File: config.mk
export PLATFORM = sky130hd
export DESIGN_NAME = parallel_port_control
export DESIGN_NICKNAME = d
export VERILOG_FILES = /design/src/rtl/parallel_port_pkg.sv /design/src/rtl/pin_sync_if.sv /design/src/rtl/pin_sync.sv /design/src/rtl/parallel_port_control.sv
export VERILOG_INCLUDE_DIRS = /design/src /design/src/rtl
export SDC_FILE = /design/constraint.sdc
export NUM_CORES = 1
export LEC_CHECK = 0
export ABC_AREA = 1
export BUFFER_PORTS_ARGS = -buffer_cell sky130_fd_sc_hd__buf_2
export CAP_MARGIN = 20
export CELL_PAD_IN_SITES_DETAIL_PLACEMENT = 1
export CELL_PAD_IN_SITES_GLOBAL_PLACEMENT = 2
export CORE_MARGIN = 10
export CORE_UTILIZATION = 33
export DETAILED_ROUTE_END_ITERATION = 12
export PLACE_DENSITY_LB_ADDON = 0.1
export SYNTH_ARGS = -nofsm -noshare
export SYNTH_HDL_FRONTEND = slang
export SYNTH_SLANG_ARGS = --single-unit
File: constraint.sdc
create_clock -name SYS_CLK_I -period 2.12 [get_ports SYS_CLK_I]
set_clock_uncertainty 0.05 [all_clocks]
set_input_delay 0.106 -clock SYS_CLK_I [delete_from_list [all_inputs] [get_ports SYS_CLK_I]]
set_output_delay 0.106 -clock SYS_CLK_I [all_outputs]
set_load 0.02 [all_outputs]
File: src/rtl/parallel_port_defs.svh
`ifndef PARALLEL_PORT_DEFS_SVH
`define PARALLEL_PORT_DEFS_SVH

// ------------------------------------------------------------
// Register indices (byte address is four times the index)
// ------------------------------------------------------------
`define IDX_PORT_A_DATA 6'h00
`define IDX_PORT_B_DATA 6'h01
`define IDX_PORT_C_DATA 6'h02
`define IDX_PORT_D_DATA 6'h03
`define IDX_PORT_A_DIRECTION 6'h04
`define IDX_PORT_B_DIRECTION 6'h05
`define IDX_PORT_C_DIRECTION 6'h06
`define IDX_PORT_D_DIRECTION 6'h07
`define IDX_PORT_E_DATA 6'h08
`define IDX_PORT_E_DIRECTION 6'h0C
`define IDX_PORT_A_PULLUP_ENABLE 6'h0D
`define IDX_PORT_C_PULLUP_ENABLE 6'h0E
`define IDX_PORT_D_PULLUP_ENABLE 6'h0F
`define IDX_KEYPAD_IRQ_ENABLES 6'h10
`define IDX_PERIPH_ENABLES 6'h11
`define IDX_CONVERTER_CHANNEL 6'h12
`define IDX_TIMER_EDGE_SELECT 6'h13

// ------------------------------------------------------------
// Implemented bit masks
// ------------------------------------------------------------
`define MASK_PORT_A 8'hFF
`define MASK_PORT_B 8'hFF
`define MASK_PORT_C 8'h7F
`define MASK_PORT_D 8'hFF
`define MASK_PORT_E 8'h1F
`define MASK_PUE_A 8'hFF
`define MASK_PUE_B 8'h00
`define MASK_PUE_C 8'h7F
`define MASK_PUE_D 8'hFF
`define MASK_PUE_E 8'h00
`define MASK_CHANNEL 8'h1F

// ------------------------------------------------------------
// Reset values
// ------------------------------------------------------------
`define RST_DIRECTION 8'h00
`define RST_PULLUP 8'h00
`define RST_KEYPAD 8'h00
`define RST_PERIPH 8'h00
`define RST_CHANNEL 5'h1F
`define RST_TIMER 8'h00

// ------------------------------------------------------------
// Field positions
// ------------------------------------------------------------
`define BIT_SERIAL_PERIPH_ENABLE 0
`define BIT_ASYNC_SERIAL_ENABLE 1
`define BIT_EXT_CLOCK_GEN_ON 2
`define BIT_CRYSTAL_DRIVE_ENABLE 3
`define FLD_T1_CH0 1:0
`define FLD_T1_CH1 3:2
`define FLD_T2_CH0 5:4
`define FLD_T2_CH1 7:6

`endif

File: src/rtl/parallel_port_pkg.sv
package parallel_port_pkg;

	// Port numbering on the flat pin buses
	typedef enum {PORT_A, PORT_B, PORT_C, PORT_D, PORT_E} port_e;

	typedef logic [7:0] byte_t;
	typedef logic [39:0] pins_t;

endpackage : parallel_port_pkg

File: src/rtl/pin_sync_if.sv
`timescale 1ns/1ps
interface pin_sync_if;
	parallel_port_pkg::pins_t raw;
	parallel_port_pkg::pins_t synced;

	modport sync_side (input raw, output synced);
	modport user_side (output raw, input synced);
endinterface : pin_sync_if

File: src/rtl/pin_sync.sv
`timescale 1ns/1ps
module pin_sync (
	// Clock and reset
	input wire logic clk_i,
	input wire logic rst_n_i,
	// Pin levels
	pin_sync_if.sync_side pins
);

	parallel_port_pkg::pins_t stage1_r;
	parallel_port_pkg::pins_t stage2_r;

	// ------------------------------------------------------------
	// Two-stage synchroniser
	// ------------------------------------------------------------
	always_ff @(posedge clk_i or negedge rst_n_i) begin
		if (!rst_n_i) begin
			stage1_r <= 40'h00_0000_0000;
			stage2_r <= 40'h00_0000_0000;
		end else begin
			stage1_r <= pins.raw;
			stage2_r <= stage1_r;
		end
	end

	assign pins.synced = stage2_r;

endmodule : pin_sync

File: src/rtl/parallel_port_control.sv
`timescale 1ns/1ps
`include "parallel_port_defs.svh"

module parallel_port_control (
	// Clock and reset
	input wire logic SYS_CLK_I,
	input wire logic RSTN_I,
	// Wishbone slave
	input wire logic WB_CYC_I,
	input wire logic WB_STB_I,
	input wire logic WB_WE_I,
	input wire logic [7:0] WB_ADR_I,
	input wire logic [3:0] WB_SEL_I,
	input wire logic [31:0] WB_DAT_I,
	output logic [31:0] WB_DAT_O,
	output logic WB_ACK_O,
	// Pins, eight per port, port A lowest
	input wire logic [39:0] PIN_IN_I,
	output logic [39:0] PIN_OUT_O,
	output logic [39:0] PIN_OE_O,
	output logic [39:0] PIN_PULLUP_O,
	output logic [39:0] PIN_CLAIM_O,
	// Keypad interrupt unit
	output logic [7:0] KEYPAD_INPUTS_O
);

	// ------------------------------------------------------------
	// Per-port constants
	// ------------------------------------------------------------
	localparam int NPORT = 5;
	localparam logic [5:0] DATA_IDX [0:NPORT-1] = '{
		`IDX_PORT_A_DATA, `IDX_PORT_B_DATA, `IDX_PORT_C_DATA,
		`IDX_PORT_D_DATA, `IDX_PORT_E_DATA};
	localparam logic [5:0] DIR_IDX [0:NPORT-1] = '{
		`IDX_PORT_A_DIRECTION, `IDX_PORT_B_DIRECTION, `IDX_PORT_C_DIRECTION,
		`IDX_PORT_D_DIRECTION, `IDX_PORT_E_DIRECTION};
	localparam logic [5:0] PUE_IDX [0:NPORT-1] = '{
		`IDX_PORT_A_PULLUP_ENABLE, 6'h3F, `IDX_PORT_C_PULLUP_ENABLE,
		`IDX_PORT_D_PULLUP_ENABLE, 6'h3F};
	localparam logic [7:0] PIN_MASK [0:NPORT-1] = '{
		`MASK_PORT_A, `MASK_PORT_B, `MASK_PORT_C, `MASK_PORT_D, `MASK_PORT_E};
	localparam logic [7:0] PUE_MASK [0:NPORT-1] = '{
		`MASK_PUE_A, `MASK_PUE_B, `MASK_PUE_C, `MASK_PUE_D, `MASK_PUE_E};

	// ------------------------------------------------------------
	// Bus decode
	// ------------------------------------------------------------
	logic ack_r;
	logic req;
	logic wr;
	logic [5:0] idx;

	assign req = WB_CYC_I & WB_STB_I & ~ack_r;
	assign wr = req & WB_WE_I & WB_SEL_I[0];
	assign idx = WB_ADR_I[7:2];

	// ------------------------------------------------------------
	// Storage
	// ------------------------------------------------------------
	parallel_port_pkg::byte_t data_r [0:NPORT-1];
	parallel_port_pkg::byte_t dir_r [0:NPORT-1];
	parallel_port_pkg::byte_t pue_r [0:NPORT-1];
	parallel_port_pkg::byte_t view [0:NPORT-1];
	parallel_port_pkg::byte_t keypad_en_r;
	parallel_port_pkg::byte_t periph_r;
	parallel_port_pkg::byte_t timer_r;
	logic [4:0] channel_r;
	parallel_port_pkg::pins_t sync_in;
	parallel_port_pkg::pins_t dir_flat;
	parallel_port_pkg::pins_t data_flat;
	parallel_port_pkg::pins_t pue_flat;
	parallel_port_pkg::pins_t claim_nxt;
	parallel_port_pkg::byte_t rd_nxt;
	logic [NPORT-1:0] data_we;
	logic [NPORT-1:0] dir_we;
	logic [NPORT-1:0] pue_we;

	// ------------------------------------------------------------
	// Input synchroniser
	// ------------------------------------------------------------
	pin_sync_if sync_bus ();

	assign sync_bus.raw = PIN_IN_I;
	assign sync_in = sync_bus.synced;

	pin_sync u_pin_sync (
		.clk_i(SYS_CLK_I),
		.rst_n_i(RSTN_I),
		.pins(sync_bus.sync_side)
	);

	// ------------------------------------------------------------
	// Per-port data, direction and pullup registers
	// ------------------------------------------------------------
	genvar p;
	generate
		for (p = 0; p < NPORT; p++) begin : g_port
			// Write strobes for this port's registers
			assign data_we[p] = wr && idx == DATA_IDX[p];
			assign dir_we[p] = wr && idx == DIR_IDX[p];
			assign pue_we[p] = wr && PUE_MASK[p] != 8'h00 && idx == PUE_IDX[p];

			// Data latch has no reset: content survives reset
			always_ff @(posedge SYS_CLK_I) begin
				if (data_we[p]) begin
					data_r[p] <= WB_DAT_I[7:0] & PIN_MASK[p];
				end
			end

			always_ff @(posedge SYS_CLK_I or negedge RSTN_I) begin
				if (!RSTN_I) begin
					dir_r[p] <= `RST_DIRECTION;
				end else if (dir_we[p]) begin
					dir_r[p] <= WB_DAT_I[7:0] & PIN_MASK[p];
				end
			end

			always_ff @(posedge SYS_CLK_I or negedge RSTN_I) begin
				if (!RSTN_I) begin
					pue_r[p] <= `RST_PULLUP;
				end else if (pue_we[p]) begin
					pue_r[p] <= WB_DAT_I[7:0] & PUE_MASK[p];
				end
			end

			// Latch for outputs, synchronised pin for inputs
			assign view[p] = ((dir_r[p] & data_r[p]) |
				(~dir_r[p] & sync_in[p*8 +: 8])) & PIN_MASK[p];

			assign dir_flat[p*8 +: 8] = dir_r[p];
			assign data_flat[p*8 +: 8] = data_r[p] & PIN_MASK[p];
			assign pue_flat[p*8 +: 8] = pue_r[p];
		end
	endgenerate

	// ------------------------------------------------------------
	// Peripheral control registers
	// ------------------------------------------------------------
	always_ff @(posedge SYS_CLK_I or negedge RSTN_I) begin
		if (!RSTN_I) begin
			keypad_en_r <= `RST_KEYPAD;
		end else if (wr && idx == `IDX_KEYPAD_IRQ_ENABLES) begin
			keypad_en_r <= WB_DAT_I[7:0];
		end
	end

	always_ff @(posedge SYS_CLK_I or negedge RSTN_I) begin
		if (!RSTN_I) begin
			periph_r <= `RST_PERIPH;
		end else if (wr && idx == `IDX_PERIPH_ENABLES) begin
			periph_r <= WB_DAT_I[7:0] & 8'h0F;
		end
	end

	always_ff @(posedge SYS_CLK_I or negedge RSTN_I) begin
		if (!RSTN_I) begin
			channel_r <= `RST_CHANNEL;
		end else if (wr && idx == `IDX_CONVERTER_CHANNEL) begin
			channel_r <= WB_DAT_I[4:0];
		end
	end

	always_ff @(posedge SYS_CLK_I or negedge RSTN_I) begin
		if (!RSTN_I) begin
			timer_r <= `RST_TIMER;
		end else if (wr && idx == `IDX_TIMER_EDGE_SELECT) begin
			timer_r <= WB_DAT_I[7:0];
		end
	end

	// ------------------------------------------------------------
	// Pin ownership by peripherals
	// ------------------------------------------------------------
	always_comb begin
		claim_nxt = 40'h00_0000_0000;
		// Keypad enables take port A pins as interrupt inputs
		claim_nxt[7:0] = keypad_en_r;
		// Converter channel below eight takes one port B pin
		if (channel_r[4:3] == 2'h0) begin
			claim_nxt[8 + channel_r[2:0]] = 1'b1;
		end
		// Serial peripheral takes port D pins 0..3
		claim_nxt[27:24] = {4{periph_r[`BIT_SERIAL_PERIPH_ENABLE]}};
		// Timer channels take port D pins 4..7 when an edge is selected
		claim_nxt[28] = |timer_r[`FLD_T1_CH0];
		claim_nxt[29] = |timer_r[`FLD_T1_CH1];
		claim_nxt[30] = |timer_r[`FLD_T2_CH0];
		claim_nxt[31] = |timer_r[`FLD_T2_CH1];
		// Async serial takes port E pins 0 and 1
		claim_nxt[33:32] = {2{periph_r[`BIT_ASYNC_SERIAL_ENABLE]}};
		// Clock generator takes port E pins 3 and 4
		claim_nxt[35] = periph_r[`BIT_EXT_CLOCK_GEN_ON] |
			periph_r[`BIT_CRYSTAL_DRIVE_ENABLE];
		claim_nxt[36] = periph_r[`BIT_EXT_CLOCK_GEN_ON];
	end

	// ------------------------------------------------------------
	// Pin drivers, registered
	// ------------------------------------------------------------
	always_ff @(posedge SYS_CLK_I or negedge RSTN_I) begin
		if (!RSTN_I) begin
			PIN_OE_O <= 40'h00_0000_0000;
		end else begin
			PIN_OE_O <= dir_flat & ~claim_nxt;
		end
	end

	always_ff @(posedge SYS_CLK_I or negedge RSTN_I) begin
		if (!RSTN_I) begin
			PIN_OUT_O <= 40'h00_0000_0000;
		end else begin
			PIN_OUT_O <= data_flat;
		end
	end

	always_ff @(posedge SYS_CLK_I or negedge RSTN_I) begin
		if (!RSTN_I) begin
			PIN_PULLUP_O <= 40'h00_0000_0000;
		end else begin
			PIN_PULLUP_O <= pue_flat & ~dir_flat;
		end
	end

	always_ff @(posedge SYS_CLK_I or negedge RSTN_I) begin
		if (!RSTN_I) begin
			PIN_CLAIM_O <= 40'h00_0000_0000;
		end else begin
			PIN_CLAIM_O <= claim_nxt;
		end
	end

	always_ff @(posedge SYS_CLK_I or negedge RSTN_I) begin
		if (!RSTN_I) begin
			KEYPAD_INPUTS_O <= 8'h00;
		end else begin
			KEYPAD_INPUTS_O <= sync_in[7:0] & keypad_en_r;
		end
	end

	// ------------------------------------------------------------
	// Read mux
	// ------------------------------------------------------------
	always_comb begin
		rd_nxt = 8'h00;
		case (idx)
			`IDX_PORT_A_DATA: begin
				rd_nxt = view[0];
			end
			`IDX_PORT_B_DATA: begin
				rd_nxt = view[1];
			end
			`IDX_PORT_C_DATA: begin
				rd_nxt = view[2];
			end
			`IDX_PORT_D_DATA: begin
				rd_nxt = view[3];
			end
			`IDX_PORT_E_DATA: begin
				rd_nxt = view[4];
			end
			`IDX_PORT_A_DIRECTION: begin
				rd_nxt = dir_r[0];
			end
			`IDX_PORT_B_DIRECTION: begin
				rd_nxt = dir_r[1];
			end
			`IDX_PORT_C_DIRECTION: begin
				rd_nxt = dir_r[2];
			end
			`IDX_PORT_D_DIRECTION: begin
				rd_nxt = dir_r[3];
			end
			`IDX_PORT_E_DIRECTION: begin
				rd_nxt = dir_r[4];
			end
			`IDX_PORT_A_PULLUP_ENABLE: begin
				rd_nxt = pue_r[0];
			end
			`IDX_PORT_C_PULLUP_ENABLE: begin
				rd_nxt = pue_r[2];
			end
			`IDX_PORT_D_PULLUP_ENABLE: begin
				rd_nxt = pue_r[3];
			end
			`IDX_KEYPAD_IRQ_ENABLES: begin
				rd_nxt = keypad_en_r;
			end
			`IDX_PERIPH_ENABLES: begin
				rd_nxt = periph_r;
			end
			`IDX_CONVERTER_CHANNEL: begin
				rd_nxt = {3'h0, channel_r};
			end
			`IDX_TIMER_EDGE_SELECT: begin
				rd_nxt = timer_r;
			end
			// Unmapped index reads zero, still answered
			default: begin
				rd_nxt = 8'h00;
			end
		endcase
	end

	// ------------------------------------------------------------
	// Bus answer
	// ------------------------------------------------------------
	always_ff @(posedge SYS_CLK_I or negedge RSTN_I) begin
		if (!RSTN_I) begin
			ack_r <= 1'b0;
		end else begin
			ack_r <= req;
		end
	end

	always_ff @(posedge SYS_CLK_I or negedge RSTN_I) begin
		if (!RSTN_I) begin
			WB_DAT_O <= 32'h0000_0000;
		end else if (req) begin
			WB_DAT_O <= {24'h00_0000, rd_nxt};
		end
	end

	assign WB_ACK_O = ack_r;

endmodule : parallel_port_control

Yosys cells after proc, flatten, opt, wreduce, memory -nomap -nowiden
Memories as Yosys holds them, arrays and structs flattened.
Cells that the tools add are included.
- reduce and logical (&&, ||, !) cells: 28
- eq/ne operators: 16
- multiplexer cells: 26
- bitwise logic cells: 32
- $add $sub $neg: 1
- order comparisons: 2
- operators with widths (operator ; count):
    $pmux 8 s17 ; 1
    $and 8x8->8 ; 7
    $and 32x40->40 ; 1
    $and 37x40->40 ; 1
    $mux 40 ; 1
    $not 37->40 ; 1
    $not 40->40 ; 1
    $or 8x40->40 ; 1
    $mux 8 ; 4
    $reduce_or 8->1 ; 4
    $eq 6x4->1 const B ; 5
    $eq 6x3->1 const B ; 4
    $eq 6x5->1 const B ; 4
    $not 8->8 ; 3
    $or 8x8->8 ; 3
    $logic_and 1x1->1 ; 18
    $mux 1 ; 15
    $and 7x7->7 ; 2
    $eq 6x2->1 const B ; 2
    $mux 3 ; 4
    $and 5x5->5 ; 2
    $reduce_or 2->1 ; 4
    $lt 5x7->1 const B ; 1
    $not 7->7 ; 1
    12 further kinds ; 15
- input port bits: 89
- flip-flop bits (word level): 331
- logic and storage cells: 127
- memory bits (writable): 40
- output and inout bits: 201
- memories kept: 1
- memories (name ; depth ; width ; read ports ; clocked after Yosys merged registers in ; write ports ; RTL line ; RTL):
    data_r ; 5 ; 8 ; 5 ; 0 ; 1 ; parallel_port_control.sv:60 ; parallel_port_pkg::byte_t data_r [0:NPORT-1];

Depth between registers and ports, before layout
Gate-level depths: netlist (run 1).
- depth in word-level cells: 12
- mapped depth: 11
- mapped depth without buffers: 11

Cells and area by module
Synthesis (run 1) repeated with hierarchy kept, for this count alone.
- cell total of the unflattened synthesis: 1157
- area, all modules: 12223.0 µm²
- by module, submodules not included (module ; area each (µm²) ; sequential area each (µm²) ; times used ; cells an instance):
    parallel_port_control ; 10221.1 ; 6592.6 ; 1 ; 1077
    pin_sync ; 2001.9 ; 2001.9 ; 1 ; 80

Worst setup path before layout (run 1)
Ideal clock, no wire load.
- path type: reg2reg
- start: register ack_r (netlist: WB_ACK_O)
- end: memory data_r[0][0] in the netlist's numbering (enable)
- cell stages (with the launch flop): 4
- path buffers: 0
- path slack: 326 ps
- arrival time: 1361 ps
- required time: 1687 ps
- setup time: 383 ps
- period minus slack after synthesis: 1794 ps
- cell sequence: dfrtp_1 nor2_1 nand3_2 nor3_1
- elaborated cells on any way between the ends: 31
- classes of those cells: mux: 18; bitwise: 4; reduce/logical: 9
- RTL lines (item ; RTL line ; RTL):
    from (decl) ; parallel_port_control.sv:48 ; logic ack_r;
    from (signal assigned) ; parallel_port_control.sv:311 ; ack_r <= req;
    $not 1->1 ; parallel_port_control.sv:53 ; assign req = WB_CYC_I & WB_STB_I & ~ack_r;
    $and 1x1->1 ; parallel_port_control.sv:53 ;
    $and 1x1->1 (2 in series) ; parallel_port_control.sv:54 ; assign wr = req & WB_WE_I & WB_SEL_I[0];
    $logic_and 1x1->1 ; parallel_port_control.sv:99 ; assign data_we[p] = wr && idx == DATA_IDX[p];
    named net data_we[0] ; parallel_port_control.sv:74 ; logic [NPORT-1:0] data_we;
    $mux 1 ; parallel_port_control.sv:105 ; if (data_we[p]) begin
    $mux 1 (implied by the code) ; parallel_port_control.sv:106 ; data_r[p] <= WB_DAT_I[7:0] & PIN_MASK[p];
    $mux 1 (no line) (4 in series) ; -- ;
    to (decl) ; parallel_port_control.sv:60 ;
The timed path passes the listed nets, and every way through them passes these cells.

Final worst setup path (run 1)
- start: register ack_r (netlist: WB_ACK_O)
- end: register WB_DAT_O[6]
- word-level cells in the longest chain between the ends: 2
- ends and longest elaborated chain (item ; RTL line ; RTL):
    $not 1->1 ; parallel_port_control.sv:53 ;
    $and 1x1->1 ; parallel_port_control.sv:53 ;
    to (signal assigned) ; parallel_port_control.sv:319 ; WB_DAT_O <= {24'h00_0000, rd_nxt};
    to (decl) ; parallel_port_control.sv:15 ; output logic [31:0] WB_DAT_O,
Every way passes these cells.
A chain may end at the register's enable or synchronous reset.

==> impl_metrics.py, run 1 <==
metrics = {
    "run_status": {
        "status": "completed",
    },
    "worst_setup_path": {
        "start_kind": "register",
        "cp-end-kind": "register",
        "worst_path_most_repeated_cell": "nand2_1",
        "cp_data_arrival_time_ns": 2.31,
        "startpoint": "WB_ACK_O",
        "r2r-start": "WB_ACK_O",
        "rr_worst_depth": 6,
        "path_class": "reg2reg",
        "ff2ff_setup_slack_ns": 0.18,
        "crit_path_max_fanout": 10,
        "cpPeakStageDelay_ns": 0.57,
        "crit_slowest_cell": "dlygate4sd3_1",
        "r2r_end": "WB_DAT_O[6]",
        "cp_cell_sequence": "nor2_1 > dlygate4sd3_1 > buf_4 > inv_1 > nand2_1 > nand2_1",
        "crit_path_end": "WB_DAT_O[6]",
        "worstPathRequired_ns": 2.49,
    },
    "synth": {
        "ys_types": 25,
        "synthTopCellsByArea": "dfrtp_1 (59%), nand2_1 (11%), edfxtp_1 (8.9%), buf_4 (4.1%), nor2_1 (3.4%)",
        "synth_top_area_share": 0.5920,
        "avgSynthCellArea_um2": 10.51,
        "synth_ff_type": "dfrtp_1",
        "ys_warn_count": 0,
        "async_flop_share": 0.8902,
        "yosysTopAreaCell": "dfrtp_1",
        "synth_area_um2": 12130,
        "synth_seq_cells": 328,
        "synth-edff-count": 36,
        "ys_seq_area_frac": 0.6919,
        "synth_cells": 1154,
    },
    "sta": {
        "worst_pin_slew_ns": 0.5011,
        "min_period_over_period": 0.9154,
        "min_period_ns": 1.941,
        "drv_slew": 0,
        "setup_tns_ns": 0,
        "fmax_ghz": 0.5153,
        "setup_viol": 0,
        "post-route-worst-setup-slack_ns": 0.1794,
        "rsz0062_at_grt": "false",
        "hold_viol": 0,
        "max-slew-margin-rel": 0.6647,
    },
    "drt": {
        "drtAntennaViolNets": 0,
        "drt-wirelength-per-cell_um": 20.29,
        "drc": 0,
        "vias": 8478,
        "drt-total-wl_mm": 39.13,
        "viasPerCell": 4.395,
        "drtPass1Iterations": 4,
        "drt_iter0_drc": 402,
    },
    "floorplan": {
        "num_rows": 70,
        "start_util": 0.3330,
        "io_pins": 290,
        "die_area_um2": 44830,
        "core-area_um2": 36430,
        "die_h_um": 211.7,
        "die_x_um": 211.7,
    },
    "clock_tree": {
        "cts_made_buffers": 38,
        "cts.htree.levels": 2,
        "cts_tree": "done",
        "root_buffer": "clkbuf_16",
        "path_clk_slew_ns": 0.06,
        "cts.repair.resized": 0,
        "clock_latency_ns": 0.55,
        "cts_sinks": 328,
        "cts_buffer_depth": 3,
    },
    "final_layout": {
        "layout_common_cells": "nand2_1 (355), dfrtp_1 (287), buf_2 (194), nor2_1 (111), inv_1 (96)",
        "fin_util": 0.4181,
        "n_antenna_cell": 0,
        "final_cell_area_um2": 15230,
        "areaGrowthSynthToFinish_pct": 25.58,
        "layout_commonest_cell": "nand2_1",
        "fin_nets": 1522,
        "drive_above_1_share": 0.2190,
    },
    "global_route": {
        "antenna_found_initial": 2,
        "grt_pass1_wl_mm": 59.27,
        "grt_max_degree": 65,
        "track_usage": 0.1758,
        "grt-ovfl-total": 0,
        "grt_pass1_vias": 9312,
    },
    "min_path": {
        "hold_class": "in2async",
    },
    "placed_design": {
        "io_buffers": 195,
        "pre_cts_ws_ns": 0.2798,
        "place_hpwl_mm": 28.67,
        "place.gp.congestion": 0.8210,
        "postPlaceCellArea_um2": 13530,
    },
    "power": {
        "p_per_area_nw_per_um2": 908.8,
        "vdd_drop_max_v": 0.0004570,
        "cellLeakagePower_nw": 7.843,
        "power_mw": 13.85,
    },
    "flow_run": {
        "maxCapViolations": 0,
    },
}
-- state kept, by name (all words and copies together), names as in the netlist --
name and flops:
PIN_CLAIM_O 24, KEYPAD_INPUTS_O 8, PIN_PULLUP_O 23, pue_flat 23
PIN_OUT_O 36, dir_flat 36, WB_DAT_O 8, PIN_OE_O 36
keypad_en_r 8, timer_r 8, periph_r 4, u_pin_sync.stage1_r 36
data_r 36, u_pin_sync.pins.synced 36, channel_r 5, WB_ACK_O 1
-- layer usage --
metal / GRT usage / vias up / part of all wire
met5: 0 / - / 0
met4: 0.04190 / 0 / 0.016
met3: 0.03372 / 42 / 0.043
met2: 0.2822 / 191 / 0.47
met1: 0.2402 / 4235 / 0.47
li1: - / 4010 / -
-- synth_stat cells (all sizes together), types with 4 or more instances --
cell	n
nor2	127
edfxtp	36
nand2	372
dfrtp	287
buf	76
o21ai	98
dfstp	5
or2	5
inv	101
nand3	34
nor3	4
clkbuf	6
-- worst max-delay path, delay by kind of cell, from the launching register on --
family                 cells  cell delay, ns
buffers and inverters      3            1.05
DFF                        1            0.38
and+or+nand+nor            3            0.34
-- final cells by class --
cell class | instances | area (µm²)
inverter | 101 | 379.1
sequential | 328 | 8394
multi-input combinational | 703 | 2994
tap | 468 | 585.6
fill | 4129 | 21200
timing repair buffer | 261 | 1649
clock buffer | 52 | 1033
clock inverter | 16 | 198.9
-- per-stage QoR --
step	instances	hold slack [ns]
2_1_floorplan	1214	-0.2396
3_3_place_gp	1814	0.001279
6_report	1929	0.03610
4_1_cts	1929	0.03622
5_1_grt	1929	0.06629
3_5_place_dp	1814	0.005493
-- what timing repair did --
item	CTS	global route
setup buffers	0	0
setup endpoints to repair	0	0
hold buffers	47	0
hold endpoints to repair	326	0
-- cell families after synthesis --
| family | after synthesis | share of synthesized area |
|---|---|---|
| and+or+nand+nor | 543 | 0.1869 |
| AOI/OAI and AO/OA | 99 | 0.04105 |
| other | 1 | 0.0003091 |
| buffers and inverters | 183 | 0.07983 |
| DFF | 328 | 0.6919 |
-- power breakdown --
part | internal (mW) | leakage, nW | switching [mW]
combinational | 0.216 | 3.12 | 0.536
clock | 3.92 | 0.611 | 2.57
sequential | 6.51 | 4.12 | 0.0890
-- how the worst min path moves through the flow --
stage / to / slack, ns / cells past startpoint
finish: u_pin_sync.stage1_r[3] / 0.04 / 2
floorplan: KEYPAD_INPUTS_O[0] / -0.24 / 0
global placement: u_pin_sync.pins.synced[3] / 0.001 / 1
global route: u_pin_sync.stage1_r[3] / 0.07 / 2
detailed placement: u_pin_sync.stage1_r[3] / 0.005 / 1
CTS: u_pin_sync.stage1_r[3] / 0.04 / 2
Power figures use the tool's default switching activity.
==> run 2, diff against run 1 <==
- CORE_UTILIZATION: 33 -> 30
- clock period: 2.12 -> 1.77 ns (I/O delays scaled with it)
==> run 2 against run 1 <==
- first-iteration DRC count increased by 19%
- sequential share of layout area is 0.92 points lower
- non-clock buffer count rose by 19
- critical path type unchanged
- highest routed layer unchanged
==> impl_metrics.py, run 2 (synthesis results as in run 1) <==
metrics = {
    "run_status": {
        "status": "completed",
    },
    "min_path": {
        "hold_class": "in2async",
    },
    "sta": {
        "hold_viol": 0,
        "post-route-worst-setup-slack_ns": 0.1641,
        "setup_viol": 0,
        "rsz0062_at_grt": "false",
        "min_period_ns": 1.606,
        "drv_slew": 0,
        "min_period_over_period": 0.9073,
        "fmax_ghz": 0.6227,
        "setup_tns_ns": 0,
    },
    "worst_setup_path": {
        "cp_data_arrival_time_ns": 1.79,
        "start_kind": "register",
        "startpoint": "WB_ACK_O",
        "r2r_end": "data_r[0][26]",
        "crit_slowest_cell": "dfrtp_1",
        "cp_cell_sequence": "nor2_2 > nand3_4 > nor3_1 > buf_4",
        "cpPeakStageDelay_ns": 0.39,
        "crit_path_max_fanout": 6,
        "r2r-start": "WB_ACK_O",
        "worstPathRequired_ns": 1.95,
        "cp-end-kind": "register",
        "ff2ff_setup_slack_ns": 0.16,
        "path_class": "reg2reg",
        "rr_worst_depth": 4,
    },
    "drt": {
        "drt_iter0_drc": 479,
        "drc": 0,
        "viasPerCell": 4.214,
        "wl_met3_mm": 1.641,
        "drt-wirelength-per-cell_um": 19.76,
        "top_layer": "met4",
        "drt-total-wl_mm": 39.59,
        "vias": 8444,
        "drtAntennaViolNets": 0,
        "routed-wl-met2_mm": 18.06,
        "drtPass1Iterations": 5,
        "wl_met1_mm": 19.31,
    },
    "clock_tree": {
        "cts.htree.levels": 2,
        "cts_made_buffers": 39,
        "cts_setup_buffers": 0,
        "cts_tree": "done",
        "cts_buffer_depth": 3,
        "clock_latency_ns": 0.55,
        "root_buffer": "clkbuf_16",
        "path_clk_slew_ns": 0.05,
        "cts_sinks": 328,
    },
    "power": {
        "p_per_area_nw_per_um2": 1058,
        "p_int_mw": 12.58,
        "cellLeakagePower_nw": 7.961,
        "p_comb_frac": 0.056,
        "pwr-share-seq": 0.483,
        "p_sw_frac": 0.2324,
        "p_clk_frac": 0.461,
        "p_sw_mw": 3.808,
        "vdd_drop_max_v": 0.0005046,
    },
    "final_layout": {
        "n_antenna_cell": 0,
        "layout_common_cells": "nand2_1 (354), dfrtp_1 (287), buf_2 (194), nor2_1 (110), inv_1 (96)",
        "fin_util": 0.3890,
        "fillers": 4546,
        "areaGrowthSynthToFinish_pct": 27.70,
        "fin_nets": 1542,
        "layout_commonest_cell": "nand2_1",
        "final_cells": 2004,
        "final_cell_area_um2": 15490,
        "drive_above_1_share": 0.2285,
    },
    "placed_design": {
        "postPlaceCellArea_um2": 13810,
        "place.gp.congestion": 0.7829,
        "place_hpwl_mm": 29.58,
        "dp_cells": 1890,
        "io_buffers": 195,
        "pre_cts_ws_ns": 0.01385,
    },
    "global_route": {
        "grt_pass1_vias": 9333,
        "track_usage": 0.1623,
        "grt_pass1_wl_mm": 60.58,
        "grt_max_degree": 55,
        "antenna_found_initial": 2,
        "grt-ovfl-total": 0,
    },
    "floorplan": {
        "core-area_um2": 39820,
        "die_x_um": 221.1,
        "die_area_um2": 48880,
        "start_util": 0.3046,
        "num_rows": 73,
        "io_pins": 290,
        "die_h_um": 221.1,
    },
    "flow_run": {
        "maxCapViolations": 0,
    },
}
==> run 2: cell types whose count changed in the layout (fill, tap and decap cells not counted), moves of 2 or more <==
cell,delta
buf_4,+14
clkinv_1,+2
bufinv_16,-2
nand2_4,+2
buf_12,+5
==> run 2: power groups by stage <==
stage / clock network, mW / registers [mW] / logic (mW)
after CTS: 7.81 / 7.91 / 0.936
after floorplan: 0 / 8.08 / 0.434
after global routing: 8.15 / 7.93 / 1.04
after detailed placement: 0 / 8.05 / 0.850
final: 7.55 / 7.91 / 0.921
after global placement: 0 / 8.04 / 0.840
==> run 2: area by class of cell <==
cell class / count / area, µm² / area share
Tap cell: 525 / 656.9 / 0.04240
Timing Repair Buffer: 280 / 1854 / 0.1197
Clock buffer: 54 / 1072 / 0.06921
Sequential cell: 328 / 8394 / 0.5418
Inverter: 101 / 381.6 / 0.02463
Clock inverter: 13 / 116.4 / 0.007511
Multi-Input combinational cell: 703 / 3017 / 0.1947
==> run 2: metrics by stage <==
stage / total power [mW] / hold slack [ns]
4_1_cts: 16.66 / 0.02069
3_3_place_gp: 8.882 / 0.01128
2_1_floorplan: 8.514 / -0.2571
3_5_place_dp: 8.896 / 0.01790
5_1_grt: 17.11 / 0.02230
6_report: 16.39 / 0.005116
==> run 2: layer usage <==
metal	vias to the layer above	GRT usage
met4	0	0.03523
li1	4060	-
met5	-	0
met1	4166	0.2278
met3	40	0.03533
met2	178	0.2516
==> run 2: critical path, delay by kind of cell (launching register included) <==
| kind | cells | cell delay, ns |
|---|---|---|
| buffers and inverters | 1 | 0.27 |
| flip-flops | 1 | 0.39 |
| AND/OR/NAND/NOR | 3 | 0.60 |
==> run 2: worst max path at each step <==
stage               endpoint  slack (ns)  cells after the start
6_report       data_r[0][26]        0.16                      4
3_3_place_gp     dir_flat[0]        0.07                      7
4_1_cts          dir_flat[2]        0.02                      7
3_5_place_dp     dir_flat[2]        0.01                      7
5_1_grt         dir_flat[12]        0.03                      7
2_1_floorplan   data_r[0][0]       -0.02                      3
==> run 2: repair_timing <==
| item | in CTS | in global routing |
|---|---|---|
| setup endpoints to repair | 0 | 69 |
| resized for setup | 0 | 6 |
| hold endpoints to repair | 365 | 0 |
| hold buffers | 47 | 0 |
==> run 3, diff against run 2 <==
- CORE_ASPECT_RATIO: not set -> 1.4
==> run 3 against run 2 <==
- final area grew 0.42%
- combinational power shrank 0.7%
- maximum frequency shrank 4.4%
- sequential share of layout area shrank 0.23 points
- core utilization shrank 0.17 points
- total power grew 1.5%
- final cell count grew 0.30%
- critical path type unchanged
- worst setup slack lost 0.074 ns
- die area grew 0.23%
==> impl_metrics.py, run 3 (synthesis results as in run 1) <==
metrics = {
    "clock_tree": {
        "clock_latency_ns": 0.53,
        "root_buffer": "clkbuf_16",
        "cts_setup_buffers": 0,
        "cts_tree": "done",
        "cts_buffer_depth": 3,
        "cts_sinks": 328,
        "path_clk_slew_ns": 0.06,
        "cts_made_buffers": 36,
        "cts.htree.levels": 2,
    },
    "placed_design": {
        "place_hpwl_mm": 29.19,
        "place.gp.congestion": 0.8057,
        "io_buffers": 195,
        "postPlaceCellArea_um2": 13820,
        "dp_cells": 1897,
    },
    "drt": {
        "drt-total-wl_mm": 39.14,
        "drt-wirelength-per-cell_um": 19.47,
        "drt_iter0_drc": 421,
        "vias": 8444,
        "viasPerCell": 4.201,
        "drc": 0,
        "drtAntennaViolNets": 0,
        "drtPass1Iterations": 4,
    },
    "floorplan": {
        "io_pins": 290,
        "die_x_um": 190.0,
        "num_rows": 87,
        "die_area_um2": 49000,
        "core-area_um2": 40170,
        "start_util": 0.3020,
        "die_h_um": 257.9,
    },
    "worst_setup_path": {
        "start_kind": "register",
        "worstPathRequired_ns": 2.10,
        "startpoint": "WB_ACK_O",
        "cp_data_arrival_time_ns": 2.01,
        "crit_path_max_fanout": 16,
        "critPathTopFamily": "simple AND/OR/NAND/NOR gates",
        "crit_buf_inv": 2,
        "cp-end-kind": "register",
        "cpPeakStageDelay_ns": 0.37,
        "r2r-start": "WB_ACK_O",
        "crit_slowest_cell": "dfrtp_1",
        "path_class": "reg2reg",
        "cp_cell_sequence": "nor2_1 > nand3_4 > inv_2 > buf_4 > nand2_2 > nand2_1 > o21ai_1",
    },
    "sta": {
        "rsz0062_at_grt": "true",
        "setup_viol": 0,
        "min_period_over_period": 0.9492,
        "whs_ns": 0.03167,
        "setup_tns_ns": 0,
        "hold_viol": 0,
        "drv_slew": 0,
        "worst_pin_slew_ns": 0.5231,
        "max-slew-margin-rel": 0.6509,
        "fmax_ghz": 0.5952,
        "min_period_ns": 1.680,
    },
    "run_status": {
        "status": "completed",
    },
    "global_route": {
        "antenna_found_initial": 1,
        "grt_max_degree": 69,
        "grt_pass1_wl_mm": 58.97,
        "grt-ovfl-total": 0,
        "track_usage": 0.1595,
        "grt_pass1_vias": 9327,
    },
    "power": {
        "cellLeakagePower_nw": 7.993,
        "vdd_drop_max_v": 0.0006821,
        "p_per_area_nw_per_um2": 1069,
    },
    "final_layout": {
        "layout_common_cells": "nand2_1 (355), dfrtp_1 (287), buf_2 (194), nor2_1 (111), inv_1 (96)",
        "n_antenna_cell": 0,
        "final_cell_area_um2": 15560,
        "areaGrowthSynthToFinish_pct": 28.24,
        "fin_nets": 1537,
        "final_cells": 2010,
        "layout_commonest_cell": "nand2_1",
        "fillers": 4526,
        "drive_above_1_share": 0.2270,
    },
    "flow_run": {
        "maxCapViolations": 0,
    },
    "min_path": {
        "hold_class": "in2async",
    },
}
[run 3: changes by cell type in the layout (fill, tap and decap cells not counted), sizes merged]
cell | previous run | this run
buf | 233 | 231
bufinv | 2 | 4
clkinv | 10 | 3
clkinvlp | 0 | 3
inv | 102 | 103
[run 3: path summary, 6_finish.rpt]
check                                            endpoint  slack (ns)  cells after the start
worst max-delay path                          dir_flat[9]        0.09                      7
worst min-delay path                         PIN_OE_O[33]        0.03                      2
worst max register to register                dir_flat[9]        0.09                      7
worst min register to register  u_pin_sync.pins.synced[1]        0.29                      0
max in group asynchronous          u_pin_sync.stage1_r[5]        0.93                      3
min in group SYS_CLK_I                        WB_DAT_O[7]        0.10                      6
[run 3: repair_timing]
action	in CTS	in global routing
hold buffers	47	0
gates resized for setup	0	5
hold endpoints to repair	360	0
setup endpoints to repair	0	64
[run 3: layout make-up]
| type | instances | area [µm²] | share of cell area |
|---|---|---|---|
| Clock buffer | 54 | 1070 | 0.06876 |
| Clock inverter | 12 | 172.7 | 0.01110 |
| Inverter | 101 | 379.1 | 0.02437 |
| Multi-Input combinational cell | 703 | 3022 | 0.1942 |
| Sequential cell | 328 | 8394 | 0.5396 |
| Tap cell | 534 | 668.1 | 0.04295 |
| Timing Repair Buffer | 278 | 1852 | 0.1190 |
[run 3: where the power goes]
part	switching (mW)	leakage, nW	internal [mW]
Clock	3.04	0.597	4.78
Sequential	0.103	4.12	7.80
Combinational	0.646	3.28	0.269
Total	3.79	7.99	12.8
[run 3: stage by stage]
step	util	setup slack, ns	total power, mW
5_1_grt	0.3873	-0.08766	17.32
3_3_place_gp	0.3440	0.1041	8.881
2_1_floorplan	-	-0.02399	8.514
3_5_place_dp	0.3440	0.07844	8.891
6_report	0.3873	0.08997	16.64
4_1_cts	0.3866	0.05139	16.87
[run 3: routing by layer]
metal | wire length [µm] | track usage | vias to the layer above
li1 | - | - | 4044
met3 | 1859 | 0.03183 | 43
met4 | 617 | 0.03911 | 2
met1 | 16700 | 0.1969 | 4158
met5 | 13 | 0 | -
met2 | 19960 | 0.2785 | 197
